## src/rtl/arb_defines.svh

```systemverilog
`ifndef ARB_DEFINES_SVH
`define ARB_DEFINES_SVH

// register indices; byte address is four times the index
`define ARB_IDX_AIF_RX 8'h1C
`define ARB_IDX_RX_CTRL 8'h1D
`define ARB_IDX_PWR_DN 8'h1E
`define ARB_IDX_STAT_RB 8'h1F

// receive audio port config fields
`define ARB_AIF_LRP_BIT 5
`define ARB_AIF_ROLE_BIT 6
`define ARB_AIF_HOLD_BIT 7
`define ARB_AIF_MASK 8'hE0
`define ARB_AIF_RST 8'h00

// receiver read-back control fields
`define ARB_RX_SEL_MSB 2
`define ARB_RX_SEL_LSB 0
`define ARB_RX_REPEAT_BIT 3
`define ARB_RX_FLAG_BIT 4
`define ARB_RX_WLM_BIT 6
`define ARB_RX_HIRATE_BIT 7
`define ARB_RX_MASK 8'hDF
`define ARB_RX_RST 8'h80

// power-down fields
`define ARB_PD_PLL_BIT 0
`define ARB_PD_RX_BIT 1
`define ARB_PD_TX_BIT 2
`define ARB_PD_OSC_BIT 3
`define ARB_PD_MASK 8'h0F
`define ARB_PD_RST 8'h07

// bus answers
`define ARB_RESP_OKAY 2'h0
`define ARB_RESP_SLVERR 2'h2
`define ARB_BYTE_OFS 2'h0

`endif

```

## src/rtl/arb_pkg.sv

```systemverilog
package arb_pkg;

  // status read-back selector codes
  typedef enum logic [2:0] {
    arb_sel_int_status = 3'h0,
    arb_sel_chan_stat1 = 3'h1,
    arb_sel_chan_stat2 = 3'h2,
    arb_sel_chan_stat3 = 3'h3,
    arb_sel_chan_stat4 = 3'h4,
    arb_sel_chan_stat5 = 3'h5,
    arb_sel_link_status = 3'h6
  } arb_sel_type;

  // audio data formats of the receive port
  typedef enum logic [1:0] {
    arb_fmt_right = 2'h0,
    arb_fmt_left = 2'h1,
    arb_fmt_i2s = 2'h2,
    arb_fmt_dsp = 2'h3
  } arb_fmt_type;

endpackage : arb_pkg

```

## src/rtl/arb_regs.sv

```systemverilog
// Functional notes
// - bit 5 inverts frame clock, or picks DSP mode B in DSP format
// - bit 6 selects master (drive clocks) or slave (clocks are inputs)
// - bit 7, master only: keep driving clocks after the source vanishes
// - selector bits 2:0 pick interrupt, channel 1-5 or link status for read-back
// - bit 3 enables continuous read-back mode
// - bit 4 enables status flags appended to audio output
// - bit 6 set passes full words, clear truncates per channel status 5
// - bit 7 high permits 192kHz receive, low caps at 96kHz; resets to 1
// - power-down bit 0 stops PLL, bit 1 stops receiver; both reset to 1
// - power-down bit 2 stops transmitter; resets to 1
// - power-down bit 3 stops oscillator; resets to 0
//
// Decided for this implementation: register access over AXI4-Lite.
`timescale 1ns/100ps
`include "arb_defines.svh"

module arb_regs #(
  parameter int ADDR_W = 10
) (
  input wire logic clk_sys_i,
  input wire logic rst_i,
  input wire logic ce_i,
  // axi4-lite slave
  input wire logic [ADDR_W-1:0] s_axi_awaddr_i,
  input wire logic s_axi_awvalid_i,
  output logic s_axi_awready_o,
  input wire logic [31:0] s_axi_wdata_i,
  input wire logic [3:0] s_axi_wstrb_i,
  input wire logic s_axi_wvalid_i,
  output logic s_axi_wready_o,
  output logic [1:0] s_axi_bresp_o,
  output logic s_axi_bvalid_o,
  input wire logic s_axi_bready_i,
  input wire logic [ADDR_W-1:0] s_axi_araddr_i,
  input wire logic s_axi_arvalid_i,
  output logic s_axi_arready_o,
  output logic [31:0] s_axi_rdata_o,
  output logic [1:0] s_axi_rresp_o,
  output logic s_axi_rvalid_o,
  input wire logic s_axi_rready_i,
  // datapath state feeding this bank
  input wire logic [1:0] rx_format_i,
  input wire logic source_present_i,
  input wire logic [7:0] int_status_i,
  input wire logic [7:0] chan_stat1_i,
  input wire logic [7:0] chan_stat2_i,
  input wire logic [7:0] chan_stat3_i,
  input wire logic [7:0] chan_stat4_i,
  input wire logic [7:0] chan_stat5_i,
  input wire logic [7:0] link_status_i,
  // controls to the datapath
  output logic rx_frame_clock_polarity_o,
  output logic dsp_mode_b_o,
  output logic audio_port_master_select_o,
  output logic audio_clk_output_enable_o,
  output logic [2:0] status_readback_selector_o,
  output logic [7:0] status_readback_data_o,
  output logic repeated_readback_enable_o,
  output logic append_status_flags_enable_o,
  output logic word_truncation_disable_o,
  output logic high_rate_receive_enable_o,
  output logic synthesizer_power_down_o,
  output logic receiver_power_down_o,
  output logic transmitter_power_down_o,
  output logic oscillator_power_down_o
);

  logic [7:0] aif_ff, nxt_aif;
  logic [7:0] rx_ctrl_ff, nxt_rx_ctrl;
  logic [7:0] pwr_ff, nxt_pwr;
  logic aw_hold_ff, nxt_aw_hold;
  logic w_hold_ff, nxt_w_hold;
  logic [7:0] aw_idx_ff, nxt_aw_idx;
  logic aw_ok_ff, nxt_aw_ok;
  logic [7:0] wdata_ff, nxt_wdata;
  logic wlane_ff, nxt_wlane;
  logic bvalid_ff, nxt_bvalid;
  logic [1:0] bresp_ff, nxt_bresp;
  logic rvalid_ff, nxt_rvalid;
  logic [31:0] rdata_ff, nxt_rdata;
  logic [1:0] rresp_ff, nxt_rresp;
  logic aw_fire, w_fire, ar_fire, wr_do;
  logic [7:0] wr_idx, wr_data, ar_idx;
  logic wr_lane, wr_ok, ar_ok;
  logic [7:0] sel_word;
  logic fmt_is_dsp;

  // handshakes are combinational; ce low stalls every channel
  assign s_axi_awready_o = ce_i && !aw_hold_ff && !bvalid_ff;
  assign s_axi_wready_o = ce_i && !w_hold_ff && !bvalid_ff;
  assign s_axi_arready_o = ce_i && !rvalid_ff;
  assign aw_fire = s_axi_awvalid_i && s_axi_awready_o;
  assign w_fire = s_axi_wvalid_i && s_axi_wready_o;
  assign ar_fire = s_axi_arvalid_i && s_axi_arready_o;

  // address and data may arrive in either order; merge held and fresh halves
  assign wr_idx = aw_hold_ff ? aw_idx_ff : s_axi_awaddr_i[9:2];
  assign wr_ok = aw_hold_ff ? aw_ok_ff : (s_axi_awaddr_i[1:0] == `ARB_BYTE_OFS);
  assign wr_data = w_hold_ff ? wdata_ff : s_axi_wdata_i[7:0];
  assign wr_lane = w_hold_ff ? wlane_ff : s_axi_wstrb_i[0];
  assign wr_do = ce_i && !bvalid_ff && (aw_hold_ff || aw_fire) && (w_hold_ff || w_fire);
  assign ar_idx = s_axi_araddr_i[9:2];
  assign ar_ok = (s_axi_araddr_i[1:0] == `ARB_BYTE_OFS);

  // write channel sequencing and response
  always_comb begin
    nxt_aw_hold = aw_hold_ff;
    nxt_w_hold = w_hold_ff;
    nxt_aw_idx = aw_idx_ff;
    nxt_aw_ok = aw_ok_ff;
    nxt_wdata = wdata_ff;
    nxt_wlane = wlane_ff;
    nxt_bvalid = bvalid_ff;
    nxt_bresp = bresp_ff;
    if (aw_fire) begin
      nxt_aw_hold = 1'b1;
      nxt_aw_idx = s_axi_awaddr_i[9:2];
      nxt_aw_ok = (s_axi_awaddr_i[1:0] == `ARB_BYTE_OFS);
    end
    if (w_fire) begin
      nxt_w_hold = 1'b1;
      nxt_wdata = s_axi_wdata_i[7:0];
      nxt_wlane = s_axi_wstrb_i[0];
    end
    if (wr_do) begin
      nxt_aw_hold = 1'b0;
      nxt_w_hold = 1'b0;
      nxt_bvalid = 1'b1;
      // unmapped addresses answer slverr and store nothing
      if (wr_ok && (wr_idx == `ARB_IDX_AIF_RX || wr_idx == `ARB_IDX_RX_CTRL ||
          wr_idx == `ARB_IDX_PWR_DN || wr_idx == `ARB_IDX_STAT_RB)) begin
        nxt_bresp = `ARB_RESP_OKAY;
      end else begin
        nxt_bresp = `ARB_RESP_SLVERR;
      end
    end else if (ce_i && bvalid_ff && s_axi_bready_i) begin
      nxt_bvalid = 1'b0;
    end
  end

  // register file next values; only byte lane 0 carries data
  always_comb begin
    nxt_aif = aif_ff;
    nxt_rx_ctrl = rx_ctrl_ff;
    nxt_pwr = pwr_ff;
    if (wr_do && wr_ok && wr_lane) begin
      case (wr_idx)
        `ARB_IDX_AIF_RX: begin
          nxt_aif = wr_data & `ARB_AIF_MASK;
        end
        `ARB_IDX_RX_CTRL: begin
          nxt_rx_ctrl = wr_data & `ARB_RX_MASK;
        end
        `ARB_IDX_PWR_DN: begin
          nxt_pwr = wr_data & `ARB_PD_MASK;
        end
        default: begin
          nxt_aif = aif_ff;
        end
      endcase
    end
  end

  always_comb begin
    case (arb_pkg::arb_sel_type'(rx_ctrl_ff[`ARB_RX_SEL_MSB:`ARB_RX_SEL_LSB]))
      arb_pkg::arb_sel_int_status: sel_word = int_status_i;
      arb_pkg::arb_sel_chan_stat1: sel_word = chan_stat1_i;
      arb_pkg::arb_sel_chan_stat2: sel_word = chan_stat2_i;
      arb_pkg::arb_sel_chan_stat3: sel_word = chan_stat3_i;
      arb_pkg::arb_sel_chan_stat4: sel_word = chan_stat4_i;
      arb_pkg::arb_sel_chan_stat5: sel_word = chan_stat5_i;
      arb_pkg::arb_sel_link_status: sel_word = link_status_i;
      default: sel_word = 8'h00;
    endcase
  end

  // read channel; data is captured at the address edge
  always_comb begin
    nxt_rvalid = rvalid_ff;
    nxt_rdata = rdata_ff;
    nxt_rresp = rresp_ff;
    if (ar_fire) begin
      nxt_rvalid = 1'b1;
      nxt_rdata = 32'h0000_0000;
      nxt_rresp = `ARB_RESP_OKAY;
      if (!ar_ok) begin
        nxt_rresp = `ARB_RESP_SLVERR;
      end else begin
        case (ar_idx)
          `ARB_IDX_AIF_RX: nxt_rdata = {24'h00_0000, aif_ff};
          `ARB_IDX_RX_CTRL: nxt_rdata = {24'h00_0000, rx_ctrl_ff};
          `ARB_IDX_PWR_DN: nxt_rdata = {24'h00_0000, pwr_ff};
          // selector from register, written before this read
          `ARB_IDX_STAT_RB: nxt_rdata = {24'h00_0000, sel_word};
          default: nxt_rresp = `ARB_RESP_SLVERR;
        endcase
      end
    end else if (ce_i && rvalid_ff && s_axi_rready_i) begin
      nxt_rvalid = 1'b0;
    end
  end

  // state registers; reset wins over a low clock enable
  always_ff @(posedge clk_sys_i) begin
    if (rst_i) begin
      // PLL and receiver start powered down
      pwr_ff <= `ARB_PD_RST;
      rx_ctrl_ff <= `ARB_RX_RST;
      aif_ff <= `ARB_AIF_RST;
      aw_hold_ff <= 1'b0;
      w_hold_ff <= 1'b0;
      aw_idx_ff <= 8'h00;
      aw_ok_ff <= 1'b0;
      wdata_ff <= 8'h00;
      wlane_ff <= 1'b0;
      bvalid_ff <= 1'b0;
      bresp_ff <= `ARB_RESP_OKAY;
      rvalid_ff <= 1'b0;
      rdata_ff <= 32'h0000_0000;
      rresp_ff <= `ARB_RESP_OKAY;
    end else if (ce_i) begin
      pwr_ff <= nxt_pwr;
      rx_ctrl_ff <= nxt_rx_ctrl;
      aif_ff <= nxt_aif;
      aw_hold_ff <= nxt_aw_hold;
      w_hold_ff <= nxt_w_hold;
      aw_idx_ff <= nxt_aw_idx;
      aw_ok_ff <= nxt_aw_ok;
      wdata_ff <= nxt_wdata;
      wlane_ff <= nxt_wlane;
      bvalid_ff <= nxt_bvalid;
      bresp_ff <= nxt_bresp;
      rvalid_ff <= nxt_rvalid;
      rdata_ff <= nxt_rdata;
      rresp_ff <= nxt_rresp;
    end
  end

  assign s_axi_bvalid_o = bvalid_ff;
  assign s_axi_bresp_o = bresp_ff;
  assign s_axi_rvalid_o = rvalid_ff;
  assign s_axi_rdata_o = rdata_ff;
  assign s_axi_rresp_o = rresp_ff;

  // one bit, two meanings by format
  assign fmt_is_dsp = (arb_pkg::arb_fmt_type'(rx_format_i) == arb_pkg::arb_fmt_dsp);
  assign rx_frame_clock_polarity_o = aif_ff[`ARB_AIF_LRP_BIT] && !fmt_is_dsp;
  assign dsp_mode_b_o = aif_ff[`ARB_AIF_LRP_BIT] && fmt_is_dsp;
  assign audio_port_master_select_o = aif_ff[`ARB_AIF_ROLE_BIT];
  // slave never drives; master stops on source loss unless held
  assign audio_clk_output_enable_o = aif_ff[`ARB_AIF_ROLE_BIT] &&
    (source_present_i || aif_ff[`ARB_AIF_HOLD_BIT]);
  // selector and selected word to the read-back path
  assign status_readback_selector_o = rx_ctrl_ff[`ARB_RX_SEL_MSB:`ARB_RX_SEL_LSB];
  assign status_readback_data_o = sel_word;
  assign repeated_readback_enable_o = rx_ctrl_ff[`ARB_RX_REPEAT_BIT];
  assign append_status_flags_enable_o = rx_ctrl_ff[`ARB_RX_FLAG_BIT];
  assign word_truncation_disable_o = rx_ctrl_ff[`ARB_RX_WLM_BIT];
  assign high_rate_receive_enable_o = rx_ctrl_ff[`ARB_RX_HIRATE_BIT];
  assign synthesizer_power_down_o = pwr_ff[`ARB_PD_PLL_BIT];
  assign receiver_power_down_o = pwr_ff[`ARB_PD_RX_BIT];
  assign transmitter_power_down_o = pwr_ff[`ARB_PD_TX_BIT];
  assign oscillator_power_down_o = pwr_ff[`ARB_PD_OSC_BIT];

  // helper strobes for the checks below
  logic wr_aif, wr_rx, wr_pwr, rd_stat;
  assign wr_aif = wr_do && wr_ok && wr_lane && wr_idx == `ARB_IDX_AIF_RX;
  assign wr_rx = wr_do && wr_ok && wr_lane && wr_idx == `ARB_IDX_RX_CTRL;
  assign wr_pwr = wr_do && wr_ok && wr_lane && wr_idx == `ARB_IDX_PWR_DN;
  assign rd_stat = ar_fire && ar_ok && ar_idx == `ARB_IDX_STAT_RB;
endmodule : arb_regs

```

## config.mk

```make
export PLATFORM = sky130hd
export DESIGN_NAME = arb_regs
export DESIGN_NICKNAME = d
export VERILOG_FILES = /design/src/rtl/arb_pkg.sv /design/src/rtl/arb_regs.sv
export VERILOG_INCLUDE_DIRS = /design/src /design/src/rtl
export SDC_FILE = /design/constraint.sdc
export NUM_CORES = 1
export LEC_CHECK = 0
export ABC_CLOCK_PERIOD_IN_PS = 2100
export BUFFER_PORTS_ARGS = -buffer_cell sky130_fd_sc_hd__buf_2
export CAP_MARGIN = 20
export CORE_UTILIZATION = 40
export CTS_CLUSTER_SIZE = 40
export DETAILED_ROUTE_END_ITERATION = 10
export PLACE_DENSITY = 0.83
export SYNTH_ARGS = -nofsm -noshare
export SYNTH_HDL_FRONTEND = slang
export SYNTH_SLANG_ARGS = --single-unit
```

## constraint.sdc

```tcl
create_clock -name clk_sys_i -period 2.1 [get_ports clk_sys_i]
set_input_delay 0.21 -clock clk_sys_i [delete_from_list [all_inputs] [get_ports clk_sys_i]]
set_output_delay 0.21 -clock clk_sys_i [all_outputs]
set_load 0.05 [all_outputs]
```

==> impl_results.html <==
<table>
<tr><th>Metric</th><th>Value</th></tr>
<tr><th colspan="2">Drt</th></tr>
<tr><td>1st-iter DRT viols</td><td>130</td></tr>
<tr><td>1st-pass router iterations</td><td>4</td></tr>
<tr><td>Remaining design rule violation count</td><td>0</td></tr>
<tr><td>Ratio of routed vias to standard cells</td><td>5.134</td></tr>
<tr><td>Per-cell routed wire length</td><td>14.63 um</td></tr>
<tr><td>Final wirelength</td><td>8722 um</td></tr>
<tr><td>Detail Route Antenna Nets</td><td>0</td></tr>
<tr><td>Via count of the routed design</td><td>3060</td></tr>
<tr><th colspan="2">Setup path</th></tr>
<tr><td>Arrival time of data at the critical path endpoint</td><td>1.86 ns</td></tr>
<tr><td>Top cell family by delay on the critical path</td><td>simple AND/OR/NAND/NOR gates</td></tr>
<tr><td>CP bufs+invs</td><td>2</td></tr>
<tr><td>Data required time at the worst endpoint</td><td>1.89 ns</td></tr>
<tr><td>Slowest cell delay on critical path</td><td>0.63 ns</td></tr>
<tr><td>Endpoint kind of the worst setup timing path</td><td>output pin</td></tr>
<tr><td>Critical Path Fanout Max</td><td>18</td></tr>
<tr><td>Crit-path cells</td><td>buf_12 -&gt; or4b_2 -&gt; o21ai_2 -&gt; or3_1 -&gt; buf_6</td></tr>
<tr><td>Slowest stage cell on the critical path</td><td>or4b_2</td></tr>
<tr><td>Crit start category</td><td>flip-flop</td></tr>
<tr><td>Path type of the worst setup path</td><td>flip-flop to output pin</td></tr>
<tr><th colspan="2">STA</th></tr>
<tr><td>Ratio of final minimum period to clock period</td><td>98.42%</td></tr>
<tr><td>Minimum period implied by the final worst setup slack</td><td>2.067 ns</td></tr>
<tr><td>Timing-limited maximum frequency</td><td>0.4838 GHz</td></tr>
<tr><td>Setup repair after global routing missed its margin</td><td>yes</td></tr>
<tr><td>Final setup violation count</td><td>0</td></tr>
<tr><td>Least-Margin Pin Slew</td><td>0.5491 ns</td></tr>
<tr><td>Worst slew margin</td><td>63.24%</td></tr>
<tr><td>Worst clock skew</td><td>0.007465 ns</td></tr>
<tr><td>Number of max-slew violations in the final report</td><td>0</td></tr>
<tr><td>Smallest hold slack</td><td>0.1548 ns</td></tr>
<tr><td>Final number of hold-violating endpoints</td><td>0</td></tr>
<tr><th colspan="2">Floorplan</th></tr>
<tr><td>Die boundary width</td><td>88.86 um</td></tr>
<tr><td>Initial core utilization</td><td>41.39%</td></tr>
<tr><td>Die Area</td><td>7896 um2</td></tr>
<tr><td>Area inside the core boundary</td><td>7292 um2</td></tr>
<tr><td>Chip height</td><td>88.86 um</td></tr>
<tr><td>IO Count</td><td>187</td></tr>
<tr><td>Floorplan row count</td><td>31</td></tr>
<tr><th colspan="2">Power</th></tr>
<tr><td>Leakage power</td><td>1.771 nW</td></tr>
<tr><td>Maximum resistive drop on vdd</td><td>0.0003156 V</td></tr>
<tr><td>Total power per unit cell area</td><td>488.7 nW/um2</td></tr>
<tr><th colspan="2">Synth</th></tr>
<tr><td>Syn. warnings</td><td>0</td></tr>
<tr><td>Synthesized area per cell</td><td>8.430 um2</td></tr>
<tr><td>Post-synthesis register bit count</td><td>46</td></tr>
<tr><td>Mapped Area</td><td>3018 um2</td></tr>
<tr><td>Dominant cell type by area after synthesis</td><td>dfxtp_1</td></tr>
<tr><td>Cells taking the most area after synthesis</td><td>dfxtp_1 31%, mux2i_1 8.6%, buf_4 6.7%</td></tr>
<tr><td>Async set-reset flop share out of synthesis</td><td>0%</td></tr>
<tr><td>Top cell type's share of synthesized area</td><td>30.51%</td></tr>
<tr><td>Distinct cell type count of the synthesized netlist</td><td>59</td></tr>
<tr><td>Sequential element share of the synthesized area</td><td>30.51%</td></tr>
<tr><td>Post-synth EDFFs</td><td>0</td></tr>
<tr><td>Cells after Synth</td><td>358</td></tr>
<tr><td>Most instantiated flip-flop cell in the synthesis netlist</td><td>dfxtp_1</td></tr>
<tr><td>Most common cell in the netlist</td><td>nand2_1</td></tr>
<tr><td>Top cells by instance count after synthesis</td><td>49 x nand2_1, 46 x dfxtp_1, 27 x buf_4</td></tr>
<tr><th colspan="2">Global route</th></tr>
<tr><td>Number of antenna violations at the first check in global routing</td><td>0</td></tr>
<tr><td>Vias in the first global route</td><td>2822</td></tr>
<tr><td>Pin count of the biggest net entering global routing</td><td>32</td></tr>
<tr><td>Remaining global-route overflow</td><td>0</td></tr>
<tr><td>Overall fraction of global-route tracks in use</td><td>20.93%</td></tr>
<tr><td>Global-route wire length before repair</td><td>12560 um</td></tr>
<tr><th colspan="2">Finish</th></tr>
<tr><td>Number of filler cells placed in the layout</td><td>698</td></tr>
<tr><td>Layout Nets</td><td>619</td></tr>
<tr><td>Fraction of final layout cells with drive strength greater than 1</td><td>42.25%</td></tr>
<tr><td>ANT cells</td><td>0</td></tr>
<tr><td>Fraction of the core area covered by cells at the end of the flow</td><td>54.72%</td></tr>
<tr><td>Growth of design area from synthesis to finish</td><td>32.21%</td></tr>
<tr><th colspan="2">Clocking</th></tr>
<tr><td>TritonCTS clock tree</td><td>done</td></tr>
<tr><td>CTS Sinks</td><td>46</td></tr>
<tr><td>Clock buffer depth</td><td>2</td></tr>
<tr><td>Number of buffers created by CTS</td><td>5</td></tr>
<tr><td>Clock root buffer</td><td>clkbuf_8</td></tr>
<tr><td>Worst-Skew Late Latency</td><td>0.30 ns</td></tr>
<tr><td>Clock-pin slew reported for the worst setup and hold paths after clock tree synthesis</td><td>0.09 ns</td></tr>
<tr><td>Number of H-tree levels</td><td>2</td></tr>
<tr><th colspan="2">Place</th></tr>
<tr><td>GP Congestion</td><td>0.7605</td></tr>
<tr><td>Hpwl dp</td><td>6861 um</td></tr>
<tr><td>Count of buffers inserted at the top-level ports</td><td>133</td></tr>
<tr><th colspan="2">Worst hold path</th></tr>
<tr><td>Hold WC Path Type</td><td>input pin to flip-flop</td></tr>
<tr><th colspan="2">Job</th></tr>
<tr><td>Maxcap violations</td><td>0</td></tr>
<tr><th colspan="2">Outcome</th></tr>
<tr><td>Outcome</td><td>completed</td></tr>
</table>
[power by group]
group / internal, mW / leakage (nW) / total [mW] / switching, mW
clock network: 0.231 / 0.0450 / 0.524 / 0.293
logic: 0.175 / 1.35 / 0.514 / 0.339
registers: 0.894 / 0.376 / 0.913 / 0.0192
[registers in the layout, indices dropped and copies added, names as in the netlist]
| register | count |
|---|---|
| pwr_ff | 4 |
| s_axi_bresp_o | 1 |
| s_axi_rvalid_o | 1 |
| wlane_ff | 1 |
| s_axi_rdata_o | 8 |
| aw_ok_ff | 1 |
| aw_hold_ff | 1 |
| wdata_ff | 8 |
| aw_idx_ff | 8 |
| s_axi_bvalid_o | 1 |
| rx_ctrl_ff | 7 |
| w_hold_ff | 1 |
| aif_ff | 3 |
| s_axi_rresp_o | 1 |
[cell type report]
class / instances / area, um2 / share of cell area, %
clock buffer: 6 / 72.57 / 1.819
sequential: 46 / 933.4 / 23.39
timing repair buffer: 153 / 865.8 / 21.70
multi-input combinational: 290 / 1984 / 49.73
tap: 99 / 123.9 / 3.104
clock inverter: 2 / 10.01 / 0.2509
[through the flow]
step | total power [mW] | TNS [ns] | cell area (um2) | std cells | setup WS [ns]
6_report | 1.950 | 0 | 3990 | 596 | 0.03315
5_1_grt | 2.046 | -0.06437 | 3990 | 596 | -0.02423
4_1_cts | 1.950 | -0.06124 | 3914 | 593 | -0.02263
3_5_place_dp | 1.428 | -0.02106 | 3760 | 581 | -0.02106
3_3_place_gp | 1.416 | 0 | 3760 | 581 | 0.1065
2_1_floorplan | 1.305 | -0.03335 | 3182 | 383 | -0.03322
[cells in the final DEF (no fill, tap or decap), types with 6 or more instances in the layout]
cell / Yosys / layout
nand2b_1: 11 / 9
nor2b_1: 13 / 13
nor2_1: 25 / 25
dfxtp_1: 46 / 42
or2_2: 7 / 7
a31o_2: 6 / 6
nand2_1: 49 / 49
mux2i_1: 26 / 26
a21oi_1: 21 / 21
mux2_2: 7 / 7
conb_1: 1 / 26
buf_4: 27 / 20
buf_2: 1 / 127
mux2_1: 8 / 8
[worst reg2reg max path: stages (launching register included)]
cell       delay (ns)
dfxtp_2          0.36
or3b_1           0.40
a2111oi_2        0.37
and4_1           0.24
buf_4            0.18
mux2_1           0.34
[layer usage]
metal  wire length [um]  GRT usage, %  vias to the layer above
li1                   -             -                     1509
met5                  0             0                        -
met4                114         5.279                        0
met2               4694         43.15                      125
met1               3312         21.08                     1417
met3                601         4.011                        9
[cell families after synthesis]
| group | Yosys count | share of synthesized area, % |
|---|---|---|
| compound gates | 66 | 15.55 |
| buf+inv | 47 | 9.494 |
| mux | 43 | 15.22 |
| flops | 46 | 30.51 |
| other cells | 1 | 0.1243 |
| simple gates | 155 | 29.11 |
[final timing paths]
check	slack [ns]	from	end	cells after the start
setup reg to reg	0.10	aw_hold_ff	rx_ctrl_ff[7]	5
hold / removal	0.15	s_axi_awaddr_i[6]	aw_idx_ff[4]	3
hold reg to reg	0.46	wdata_ff[4]	wdata_ff[4]	2
setup / recovery	0.03	rx_ctrl_ff[2]	status_readback_data_o[5]	5
[what timing repair did]
action	CTS	global route
hold buffers	0	0
pin swaps	2	3
endpoints found under the hold margin	0	0
resized for setup	16	15
setup buffers	4	3
endpoints found under the setup margin	13	18
Power figures use the tool's default switching activity.
